File: src/include/hesb_pkg.sv
// Constants and types for the host error status bank.
// Assumes a single clock domain and an outside serial front end.
// Function
// - Regulator one overheat sets bit four.
// - Regulator two overheat sets bit five.
// - Channels one to eight range flags.
// - Channels nine to sixteen range flags.
// - Sleep masks channels; twelve-fourteen optional; sixteen never.
// - Termination fuse inputs set bits two, three.
// - Core voltage mismatch sets bits four, five.
// - Diode faults set bits six, seven.
// - Any throttling sets throttle bit zero.
// - Active-time band sets one of bits 1-5.
// - Full-time throttling sets bit six.
// - Over user limit sets bit seven.
// - Only limit bit feeds summary error.
// - Second processor throttle register, same layout.
// - Writing one clears; zero leaves flag.
// - Flags stick; clear fails while condition persists.
// - Summary error is OR of non-throttle flags and limit bits.
// - Sleep state and optional masks gate events.

package hesb_pkg;

   // ==========================================================
   // Register offsets and reset value
   localparam logic [7:0] HESB_OFS_REGUL = 8'h48;
   localparam logic [7:0] HESB_OFS_VLO = 8'h49;
   localparam logic [7:0] HESB_OFS_VHI = 8'h4a;
   localparam logic [7:0] HESB_OFS_MISC = 8'h4b;
   localparam logic [7:0] HESB_OFS_CPU1 = 8'h4c;
   localparam logic [7:0] HESB_OFS_CPU2 = 8'h4d;
   localparam logic [7:0] HESB_RST_VAL = 8'h00;

   // ==========================================================
   // Field positions and implemented-bit masks
   localparam int HESB_REGUL1_BIT = 4;
   localparam int HESB_TERM_LSB = 2;
   localparam int HESB_MISM_LSB = 4;
   localparam int HESB_DIODE_LSB = 6;
   localparam int HESB_THR_ANY_BIT = 0;
   localparam int HESB_THR_BAND_LSB = 1;
   localparam int HESB_THR_FULL_BIT = 6;
   localparam int HESB_THR_LIM_BIT = 7;
   localparam int HESB_CHAN_OPT_LSB = 11;
   localparam logic [7:0] HESB_REGUL_MASK = 8'h30;
   localparam logic [7:0] HESB_MISC_MASK = 8'hfc;
   localparam logic [7:0] HESB_THR_SUM_MASK = 8'h80;
   localparam logic [15:0] HESB_CHAN_OPT = 16'h3800;
   localparam logic [15:0] HESB_CHAN_NEVER = 16'h8000;

   // ==========================================================
   // Throttle band edges in 1/256 steps of active time
   localparam logic [7:0] HESB_BAND1_TOP = 8'h20;
   localparam logic [7:0] HESB_BAND2_TOP = 8'h40;
   localparam logic [7:0] HESB_BAND3_TOP = 8'h80;
   localparam logic [7:0] HESB_BAND4_TOP = 8'hc0;

   // ==========================================================
   // Sleep states
   typedef enum logic [1:0] {
      HESB_S0 = 2'b00,
      HESB_S1 = 2'b01,
      HESB_S3 = 2'b10,
      HESB_S45 = 2'b11
   } hesb_sleep_t;

endpackage

File: src/hesb_sync.sv
// Three-stage input synchroniser with agreement filter.
// Assumes asynchronous pins and a free-running clock.
`timescale 1ns/1ps
`default_nettype none

module hesb_sync #(
   parameter int W = 1
) (
   // Clock and control
   input wire logic clk_i,
   input wire logic rst_n_i,
   input wire logic ce_i,
   // Data
   input wire logic [W-1:0] async_i,
   output logic [W-1:0] sync_o
);
   import hesb_pkg::*;

   logic [W-1:0] s1_ff;
   logic [W-1:0] s2_ff;
   logic [W-1:0] s3_ff;

   // ==========================================================
   // Per-bit chain
   // A level counts only when the last two stages agree, so a
   // pulse shorter than two cycles is filtered out.
   for (genvar b = 0; b < W; b++) begin : g_bit
      always_ff @(posedge clk_i) begin
         if (!rst_n_i) begin
            s1_ff[b] <= 1'b0;
            s2_ff[b] <= 1'b0;
            s3_ff[b] <= 1'b0;
            sync_o[b] <= 1'b0;
         end else if (ce_i) begin
            s1_ff[b] <= async_i[b];
            s2_ff[b] <= s1_ff[b];
            s3_ff[b] <= s2_ff[b];
            if (s2_ff[b] == s3_ff[b]) begin
               sync_o[b] <= s3_ff[b];
            end
         end
      end
   end

endmodule
`default_nettype wire

File: src/hesb_thr_class.sv
// Sorts one processor's throttle measurement into flag bits.
// Assumes measurement results arrive with a one-cycle strobe.
`timescale 1ns/1ps
`default_nettype none

module hesb_thr_class (
   // Live pin and interval result
   input wire logic active_i,
   input wire logic done_i,
   input wire logic [7:0] pct_i,
   input wire logic full_i,
   input wire logic [7:0] limit_i,
   // Flags to set
   output logic [7:0] set_o
);
   import hesb_pkg::*;

   logic some;
   logic part;

   // ==========================================================
   // Classification
   always_comb begin
      some = done_i && (full_i || (pct_i != 8'h00));
      part = done_i && !full_i && (pct_i != 8'h00);
      set_o = 8'h00;
      set_o[HESB_THR_ANY_BIT] = active_i || some;
      if (part) begin
         // Bands are exclusive, one bit per interval.
         if (pct_i < HESB_BAND1_TOP) begin
            set_o[HESB_THR_BAND_LSB] = 1'b1;
         end else if (pct_i < HESB_BAND2_TOP) begin
            set_o[HESB_THR_BAND_LSB+1] = 1'b1;
         end else if (pct_i < HESB_BAND3_TOP) begin
            set_o[HESB_THR_BAND_LSB+2] = 1'b1;
         end else if (pct_i < HESB_BAND4_TOP) begin
            set_o[HESB_THR_BAND_LSB+3] = 1'b1;
         end else begin
            set_o[HESB_THR_BAND_LSB+4] = 1'b1;
         end
      end
      set_o[HESB_THR_FULL_BIT] = done_i && full_i;
      set_o[HESB_THR_LIM_BIT] = done_i && (full_i || (pct_i > limit_i));
   end

endmodule
`default_nettype wire

File: src/hesb_top.sv
// Host error status bank: sticky write-one-to-clear flags.
// Assumes an outside serial slave turns bus cycles into
// one-cycle read and write strobes on the register port.
`timescale 1ns/1ps
`default_nettype none

module hesb_top (
   // Clock, reset, enable
   input wire logic clk_i,
   input wire logic rst_n_i,
   input wire logic ce_i,
   // Register port
   input wire logic [7:0] reg_addr_i,
   input wire logic reg_wr_i,
   input wire logic [7:0] reg_wdata_i,
   input wire logic reg_rd_i,
   output logic [7:0] reg_rdata_o,
   output logic reg_rvalid_o,
   // Pins
   input wire logic regulator1_overheat_input_i,
   input wire logic regulator2_overheat_input_i,
   input wire logic termination1_input_i,
   input wire logic termination2_input_i,
   input wire logic cpu1_throttle_input_n_i,
   input wire logic cpu2_throttle_input_n_i,
   // Measurement results
   input wire logic [15:0] chan_out_of_range_i,
   input wire logic [1:0] core_volt_mismatch_i,
   input wire logic [1:0] diode_fault_i,
   input wire logic [1:0] throttle_done_i,
   input wire logic [1:0] throttle_full_i,
   input wire logic [7:0] cpu1_throttle_pct_i,
   input wire logic [7:0] cpu2_throttle_pct_i,
   input wire logic [7:0] cpu1_throttle_limit_i,
   input wire logic [7:0] cpu2_throttle_limit_i,
   // Sleep control
   input wire hesb_pkg::hesb_sleep_t sleep_state_i,
   input wire logic [4:0] opt_mask_s3_i,
   input wire logic [4:0] opt_mask_s45_i,
   // Summary and flag views
   output logic host_err_o,
   output logic [7:0] regul_flags_o,
   output logic [15:0] chan_flags_o,
   output logic [7:0] misc_flags_o,
   output logic [7:0] cpu1_flags_o,
   output logic [7:0] cpu2_flags_o
);
   import hesb_pkg::*;

   // ==========================================================
   // Declarations
   logic [3:0] pin_sync;
   logic [1:0] thr_act;
   logic asleep;
   logic [4:0] opt_blk;
   logic [15:0] chan_blk;
   logic ev_blk;
   logic [7:0] regul_set;
   logic [15:0] chan_set;
   logic [7:0] misc_set;
   logic [7:0] thr_set [2];
   logic [7:0] regul_clr;
   logic [7:0] vlo_clr;
   logic [7:0] vhi_clr;
   logic [7:0] misc_clr;
   logic [7:0] thr_clr [2];
   logic [7:0] regul_ff;
   logic [7:0] vlo_ff;
   logic [7:0] vhi_ff;
   logic [7:0] misc_ff;
   logic [7:0] thr_ff [2];
   logic [7:0] nxt_rdata;
   logic [7:0] pct [2];
   logic [7:0] lim [2];

   assign pct[0] = cpu1_throttle_pct_i;
   assign pct[1] = cpu2_throttle_pct_i;
   assign lim[0] = cpu1_throttle_limit_i;
   assign lim[1] = cpu2_throttle_limit_i;

   // ==========================================================
   // Pin synchronisers
   hesb_sync #(
      .W(4)
   ) u_pin_sync (
      .clk_i(clk_i),
      .rst_n_i(rst_n_i),
      .ce_i(ce_i),
      .async_i({termination2_input_i, termination1_input_i,
                regulator2_overheat_input_i, regulator1_overheat_input_i}),
      .sync_o(pin_sync)
   );

   // The throttle pins are active low; inverting them ahead of the
   // chain lets the cleared stages read as idle, so reset raises no
   // false throttle event.
   hesb_sync #(
      .W(2)
   ) u_thr_sync (
      .clk_i(clk_i),
      .rst_n_i(rst_n_i),
      .ce_i(ce_i),
      .async_i({~cpu2_throttle_input_n_i, ~cpu1_throttle_input_n_i}),
      .sync_o(thr_act)
   );

   // ==========================================================
   // Sleep masking
   always_comb begin
      asleep = (sleep_state_i == HESB_S3) || (sleep_state_i == HESB_S45);
      case (sleep_state_i)
         HESB_S3: opt_blk = opt_mask_s3_i;
         HESB_S45: opt_blk = opt_mask_s45_i;
         default: opt_blk = 5'h00;
      endcase
      // Fixed masks apply in both deep states; channel sixteen and
      // the optional channels escape the fixed mask.
      chan_blk = 16'h0000;
      if (asleep) begin
         chan_blk = ~(HESB_CHAN_OPT | HESB_CHAN_NEVER);
         chan_blk = chan_blk | (16'(opt_blk[2:0]) << HESB_CHAN_OPT_LSB);
      end
      ev_blk = asleep;
   end

   // ==========================================================
   // Set terms
   always_comb begin
      regul_set = 8'h00;
      regul_set[HESB_REGUL1_BIT] = pin_sync[0] && !ev_blk;
      regul_set[HESB_REGUL1_BIT+1] = pin_sync[1] && !ev_blk;
      chan_set = chan_out_of_range_i & ~chan_blk;
      misc_set = 8'h00;
      misc_set[HESB_TERM_LSB] = pin_sync[2] && !ev_blk;
      misc_set[HESB_TERM_LSB+1] = pin_sync[3] && !ev_blk;
      misc_set[HESB_MISM_LSB] = core_volt_mismatch_i[0] && !ev_blk;
      misc_set[HESB_MISM_LSB+1] = core_volt_mismatch_i[1] && !ev_blk;
      misc_set[HESB_DIODE_LSB] = diode_fault_i[0] && !opt_blk[3];
      misc_set[HESB_DIODE_LSB+1] = diode_fault_i[1] && !opt_blk[4];
   end

   // ==========================================================
   // Write-one-to-clear decode
   // Only implemented bits take a clear, so reserved bits stay zero.
   always_comb begin
      regul_clr = 8'h00;
      vlo_clr = 8'h00;
      vhi_clr = 8'h00;
      misc_clr = 8'h00;
      thr_clr[0] = 8'h00;
      thr_clr[1] = 8'h00;
      if (reg_wr_i) begin
         case (reg_addr_i)
            HESB_OFS_REGUL: regul_clr = reg_wdata_i & HESB_REGUL_MASK;
            HESB_OFS_VLO: vlo_clr = reg_wdata_i;
            HESB_OFS_VHI: vhi_clr = reg_wdata_i;
            HESB_OFS_MISC: misc_clr = reg_wdata_i & HESB_MISC_MASK;
            HESB_OFS_CPU1: thr_clr[0] = reg_wdata_i;
            HESB_OFS_CPU2: thr_clr[1] = reg_wdata_i;
            default: regul_clr = 8'h00;
         endcase
      end
   end

   // ==========================================================
   // Regulator flags
   // A set in the same cycle as a clear wins, so no event is lost.
   always_ff @(posedge clk_i) begin
      if (!rst_n_i) begin
         regul_ff <= HESB_RST_VAL;
      end else if (ce_i) begin
         regul_ff <= ((regul_ff & ~regul_clr) | regul_set) & HESB_REGUL_MASK;
      end
   end

   // ==========================================================
   // Voltage channel flags, low bank
   always_ff @(posedge clk_i) begin
      if (!rst_n_i) begin
         vlo_ff <= HESB_RST_VAL;
      end else if (ce_i) begin
         vlo_ff <= (vlo_ff & ~vlo_clr) | chan_set[7:0];
      end
   end

   // ==========================================================
   // Voltage channel flags, high bank
   always_ff @(posedge clk_i) begin
      if (!rst_n_i) begin
         vhi_ff <= HESB_RST_VAL;
      end else if (ce_i) begin
         vhi_ff <= (vhi_ff & ~vhi_clr) | chan_set[15:8];
      end
   end

   // ==========================================================
   // Fuse, mismatch and diode flags
   always_ff @(posedge clk_i) begin
      if (!rst_n_i) begin
         misc_ff <= HESB_RST_VAL;
      end else if (ce_i) begin
         misc_ff <= ((misc_ff & ~misc_clr) | misc_set) & HESB_MISC_MASK;
      end
   end

   // ==========================================================
   // Throttle status, one register per processor
   for (genvar c = 0; c < 2; c++) begin : g_cpu
      logic [7:0] raw_set;

      hesb_thr_class u_class (
         .active_i(thr_act[c]),
         .done_i(throttle_done_i[c]),
         .pct_i(pct[c]),
         .full_i(throttle_full_i[c]),
         .limit_i(lim[c]),
         .set_o(raw_set)
      );

      // Throttle events are masked in both deep sleep states.
      assign thr_set[c] = ev_blk ? 8'h00 : raw_set;

      always_ff @(posedge clk_i) begin
         if (!rst_n_i) begin
            thr_ff[c] <= HESB_RST_VAL;
         end else if (ce_i) begin
            thr_ff[c] <= (thr_ff[c] & ~thr_clr[c]) | thr_set[c];
         end
      end
   end

   // ==========================================================
   // Summary error
   // The band bits are informational and must not raise the summary.
   always_ff @(posedge clk_i) begin
      if (!rst_n_i) begin
         host_err_o <= 1'b0;
      end else if (ce_i) begin
         host_err_o <= (|regul_ff) || (|vlo_ff) || (|vhi_ff) || (|misc_ff)
                       || (|(thr_ff[0] & HESB_THR_SUM_MASK))
                       || (|(thr_ff[1] & HESB_THR_SUM_MASK));
      end
   end

   // ==========================================================
   // Read path
   always_comb begin
      case (reg_addr_i)
         HESB_OFS_REGUL: nxt_rdata = regul_ff;
         HESB_OFS_VLO: nxt_rdata = vlo_ff;
         HESB_OFS_VHI: nxt_rdata = vhi_ff;
         HESB_OFS_MISC: nxt_rdata = misc_ff;
         HESB_OFS_CPU1: nxt_rdata = thr_ff[0];
         HESB_OFS_CPU2: nxt_rdata = thr_ff[1];
         default: nxt_rdata = 8'h00;
      endcase
   end

   always_ff @(posedge clk_i) begin
      if (!rst_n_i) begin
         reg_rdata_o <= 8'h00;
         reg_rvalid_o <= 1'b0;
      end else if (ce_i) begin
         reg_rvalid_o <= reg_rd_i;
         if (reg_rd_i) begin
            reg_rdata_o <= nxt_rdata;
         end
      end
   end

   // ==========================================================
   // Flag views, one cycle behind the registers
   always_ff @(posedge clk_i) begin
      if (!rst_n_i) begin
         regul_flags_o <= 8'h00;
         chan_flags_o <= 16'h0000;
         misc_flags_o <= 8'h00;
         cpu1_flags_o <= 8'h00;
         cpu2_flags_o <= 8'h00;
      end else if (ce_i) begin
         regul_flags_o <= regul_ff;
         chan_flags_o <= {vhi_ff, vlo_ff};
         misc_flags_o <= misc_ff;
         cpu1_flags_o <= thr_ff[0];
         cpu2_flags_o <= thr_ff[1];
      end
   end

endmodule
`default_nettype wire

File: config.mk
export PLATFORM = sky130hd
export DESIGN_NAME = hesb_top
export DESIGN_NICKNAME = d
export VERILOG_FILES = /design/src/include/hesb_pkg.sv /design/src/hesb_sync.sv /design/src/hesb_thr_class.sv /design/src/hesb_top.sv
export SDC_FILE = /design/constraint.sdc
export NUM_CORES = 1
export LEC_CHECK = 0
export BUFFER_PORTS_ARGS = -buffer_cell sky130_fd_sc_hd__buf_2
export CAP_MARGIN = 0
export CORE_MARGIN = 4
export CORE_UTILIZATION = 48
export DETAILED_ROUTE_END_ITERATION = 8
export PLACE_DENSITY = 0.88
export SLEW_MARGIN = 40
export SYNTH_ARGS = -nofsm -noshare
export SYNTH_HDL_FRONTEND = slang
export SYNTH_SLANG_ARGS = --single-unit
export TNS_END_PERCENT = 50
File: constraint.sdc
create_clock -name clk_i -period 1.62 [get_ports clk_i]
set_clock_uncertainty 0.05 [all_clocks]
set_input_delay 0 -clock clk_i [delete_from_list [all_inputs] [get_ports clk_i]]
set_output_delay 0 -clock clk_i [all_outputs]
set_load 0.05 [all_outputs]
# Yosys cells after proc, flatten, opt, wreduce, memory -nomap -nowiden
# Memory sizes are Yosys's and may differ from the RTL's.
# Index checks and enable logic that the tools add are counted.
[classes]
order_cmp = 10
eq_ne = 14
mux = 40
bitwise_logic = 24
reduce_logical = 48
[ops]
columns = ["operator", "n"]
rows = [
  ["8-bit two-way mux", 12],
  ["8-bit by 7-bit == test with 1-bit output (second input constant)", 6],
  ["8-bit case mux with 6 select lines", 1],
  ["8-bit AND", 5],
  ["8-bit inverter", 5],
  ["8-bit OR", 5],
  ["8-bit less-than comparator (second input constant)", 4],
  ["1-bit logical AND", 18],
  ["16-bit AND", 1],
  ["8-bit > comparator", 2],
  ["8-bit by 6-bit less-than comparator with 1-bit output (second input constant)", 2],
  ["8-bit by 7-bit less-than comparator with 1-bit output (second input constant)", 2],
  ["16-bit two-way mux", 1],
  ["16-bit inverter", 1],
  ["8-bit nonzero test", 2],
  ["8-bit OR reduction", 2],
  ["15-bit two-way mux", 1],
  ["1-bit two-way mux", 14],
  ["2-bit AND reduction", 7],
  ["1-bit logical OR", 12],
  ["6-bit two-way mux", 2],
  ["5-bit two-way mux", 2],
  ["5-bit case mux with 2 select lines", 1],
  ["4-bit two-way mux", 2],
  ["12 further kinds", 26],
]
[word_totals]
reg_bits = 98
mem_bits_rw = 16
in_bits = 95
output_inout_bits = 58
wordCells = 173
n_memories = 1
[memory_table]
columns = ["name", "words", "word_bits", "rd", "rd_ports_with_merged_regs", "wr", "line_no", "rtl"]
rows = [
  ["thr_ff", 2, 8, 2, 0, 2, "hesb_top.sv:71", "logic [7:0] thr_ff [2];"],
]

# Logic depth before layout (Yosys ltp)
[depth]
ltp_word = 9
ltp_mapped = 7
ltp_nobuf = 7

# Modules after synthesis
# Synthesis repeated with hierarchy kept, for this count alone.
[hier_totals]
hier_cells = 618
area_unflattened_um2 = 5863.1
[modules_own_cells]
columns = ["mod", "instances", "cells_per_inst", "area_each_um2", "seq_area_each_um2"]
rows = [
  ["hesb_top", 1, 434, 4242.8, 1961.9],
  ["hesb_sync (u_pin_sync)", 1, 64, 689.4, 320.3],
  ["hesb_sync (u_thr_sync)", 1, 32, 342.8, 160.2],
  ["hesb_thr_class (g_cpu[0].u_class)", 1, 43, 294.0, 0.0],
  ["hesb_thr_class (g_cpu[1].u_class)", 1, 45, 294.0, 0.0],
]

# Worst setup path after synthesis
# OpenSTA, ideal clock, no wires.
[synth_timing]
kind = "input port to flip-flop"
start = "in reg_addr_i[5]"
end = "mem thr_ff[0][7] (data pin)"
setup_time_ns = 0.258
t_arrival_ns = 1.312
required_ns = 1.312
setup_slack_ns = 0.000
stages = 5
n_path_buf = 0
path_cell_list = "or4b_4 nor4_4 nand3_1 a32oi_1 nand2_1"
[synth_rtl]
columns = ["element", "line_no", "rtl"]
rows = [
  ["start: declaration", "hesb_top.sv:13", "input wire logic [7:0] reg_addr_i,"],
  ["end: declaration", "hesb_top.sv:71", ""],
]

# Worst setup path after layout
[layout_timing]
start = "in reg_addr_i[7]"
end = "reg vhi_ff[1]"
[layout_via]
elab_chain_len = 6
[layout_lines]
columns = ["element", "line_no", "rtl"]
rows = [
  ["8-bit by 7-bit == test with 1-bit output", "hesb_top.sv:153", "case (reg_addr_i)"],
  ["8-bit two-way mux", "hesb_top.sv:153", ""],
  ["8-bit two-way mux", "hesb_top.sv:152", "if (reg_wr_i) begin"],
  ["8-bit inverter", "hesb_top.sv:192", "vhi_ff <= (vhi_ff & ~vhi_clr) | chan_set[15:8];"],
  ["8-bit AND", "hesb_top.sv:192", ""],
  ["8-bit OR", "hesb_top.sv:192", ""],
  ["end signal: assignment", "hesb_top.sv:192", ""],
  ["end: declaration", "hesb_top.sv:69", "logic [7:0] vhi_ff;"],
]
# Every way passes these cells.
# A chain may end at the register's enable or synchronous reset.

==> results.toml <==
[global_routing]
grt_pass1_wl_um = 29800
grt_usage_pct = 28.6
overflow = 0
grt_pass1_vias = 5728
grt_max_degree = 98
antenna_found_initial = 0

[die]
die-width_um = 116
core_area_um2 = 11400
core.rowCount = 39
die_h_um = 116
dieArea_um2 = 13500
start_util_pct = 49.0
io_pins = 153

[drt]
vias = 5613
viasPerCell = 5.95
post_drt_wl_per_cell_um = 20.4
drtAntennaViolNets = 0
post-route-drc-count = 0
first_pass_iters = 6
drt_wl_total_um = 19200
drt_iter0_drc = 638

[power]
peakVddDrop_mv = 0.725
p_per_area_nw_per_um2 = 982
cellLeakagePower_nw = 3.41

[clock_network]
clkTransAtPathRegs_ns = 0.05
clock_latency_ns = 0.41
cts_tree = "yes"
clockBufferDepth = 2
clock_sinks = 114
htreeDepth = 4
clock-root-buffer = "clkbuf_16"
numCtsBuffers = 17

[yosys]
yosys_warnings = 0
synth_edf_count = 16
async_flop_share_pct = 0
synth_common_cells = "98 x dfxtp_1, 68 x nor2b_1, 60 x mux2i_1, 55 x nand2_1, 31 x nand3_1"
ys_seq_elements = 114
syn_area_um2 = 5600
synth_ff_type = "dfxtp_1"
yosysMostFrequentCell = "dfxtp_1"
synth_top_area_share_pct = 35.0
synth_cell_types = 44
synth_area_leaders = "dfxtp_1 35%, mux2i_1 11%, edfxtp_1 8.6%"
avgSynthCellArea_um2 = 9.52
yosysTopAreaCell = "dfxtp_1"
syn_inst = 588
ys_seq_area_share_pct = 43.6

[place]
placed_area_um2 = 6570
dpl.hpwl_um = 11700
dp_slack_ns = -0.116
io_buffer_count = 144
gp_routability_congestion = 0.962

[setup_path]
critical_path_buf_inv_count = 4
critPathKind = "in -> reg"
cp_slowest_cell = "dlygate4sd3_1"
cp_max_fo = 9
cpPeakStageDelay_ns = 0.56
path_cells = "buf_2 -> nor4b_2 -> buf_4 -> and3_4 -> buf_12 -> nand3_1 -> a32o_1 -> dlygate4sd3_1"
cp.arrival_ns = 1.81
cp_top_family = "buffers and inverters"
cp.required_ns = 1.86
worstSetupStartpointType = "input pin"
critPathCaptureType = "register"

[cells_and_area]
fin_util_pct = 67.2
area_delta_synth_final_pct = 37.2
nets = 900
drive_gt1_share_pct = 29.2
final_area_um2 = 7680

[timing]
slew_viol_final = 0
rsz0062_at_grt = "yes"
fin_ws_ns = 0.0496
hold_slack_ns = -0.0261
fin_setup_tns_ns = 0
max_freq_mhz = 637
tightest_slew_ns = 0.598
final-setup-viol-count = 0
period_minus_slack_ns = 1.57
max-slew-margin-rel_pct = 60.0
hold_viol_final = 2
min_period_over_period_pct = 96.9

[job]
drv_cap = 0

[min_path]
worstHoldPathType = "in -> reg"

[status]
violations = "hold timing"
run_status = "finished, violations left"
## cell families after synthesis
group,share of synthesized area [%]
AO/OA/AOI/OAI,14.5
other,0.0670
AND/OR/NAND/NOR,20.8
adder cells (fa/ha/maj),3.58
multiplexers,12.5
buffers and inverters,4.94
flip-flops,43.6
## worst min-delay path: stages
cell     delay, ns
buf_2         0.17
nand3_2       0.09
a32o_1        0.14
## per-layer routing
| layer | vias up | GRT usage (%) | part of all wire (%) |
|---|---|---|---|
| met5 | - | 0 | 0 |
| met4 | 0 | 16.0 | 6.6 |
| met3 | 131 | 9.03 | 11 |
| met2 | 431 | 46.5 | 46 |
| met1 | 2540 | 33.3 | 36 |
| li1 | 2511 | - | - |
## flip-flops by register name, indices dropped and copies added, names as in the netlist, 4 cells and up
signal and count:
chan_flags_o 16, thr_ff 16, cpu1_flags_o 8, cpu2_flags_o 8, reg_rdata_o 8, vhi_ff 8, vlo_ff 8, misc_ff 6
misc_flags_o 6, u_pin_sync.s1_ff 4, u_pin_sync.s2_ff 4, u_pin_sync.s3_ff 4, u_pin_sync.sync_o 4
## what timing repair did
| item | CTS | global route |
|---|---|---|
| setup buffers | 0 | 5 |
| hold endpoints to repair | 43 | 0 |
| hold buffers | 50 | 0 |
| gates resized for setup | 0 | 22 |
| endpoints found under the setup margin | 0 | 14 |
## final cells by class
type,count,area [um2]
Inverter,20,75.1
Antenna cell,2,5.00
Sequential cell,114,2440
Fill cell,821,3740
Tap cell,143,179
Multi-Input combinational cell,418,3000
Timing Repair Buffer,218,1440
Clock inverter,6,31.3
Clock buffer,23,498
## metrics by stage
stage / cells / total power, mW
after floorplan: 595 / 3.74
after global placement: 865 / 4.07
after detailed placement: 865 / 4.09
after CTS: 944 / 7.46
after global routing: 942 / 7.74
final: 944 / 7.54
## final timing paths
path                                          start                    to  depth (start not counted)  slack, ns
worst max register to register         thr_ff[0][7]        reg_rdata_o[7]                          5       0.09
worst max-delay path                  reg_addr_i[7]             vhi_ff[1]                          8       0.05
worst min-delay path                 reg_wdata_i[6]             vlo_ff[6]                          3      -0.03
worst min register to register  u_pin_sync.s3_ff[0]  u_pin_sync.sync_o[0]                          2       0.42
## cell usage in the layout (no fill, tap or decap), drive strengths merged, types with 2 or more instances in the layout
master and n:
a21boi 9, a21o 7, a21oi 21, a221oi 6, a22oi 3, a32o 21
a32oi 8, and2 3, and3 2, buf 175, clkbuf 23, clkinv 5
conb 8, dfxtp 98, diode 2, dlygate4sd3 43, edfxtp 16, ha 16
inv 21, mux2 9, mux2i 60, nand2 55, nand3 31, nand3b 4
nand4 8, nor2 18, nor2b 68, nor3 7, nor3b 2, nor4 13
o211a 2, o211ai 2, o21a 3, o21ai 21, o31ai 2
## power breakdown
| group | internal [mW] | leakage, nW | switching (mW) |
|---|---|---|---|
| Sequential | 2.99 | 0.975 | 0.120 |
| Clock | 2.11 | 0.271 | 1.22 |
| Combinational | 0.453 | 2.16 | 0.643 |
Note: power is estimated with default switching activity, not from simulation.
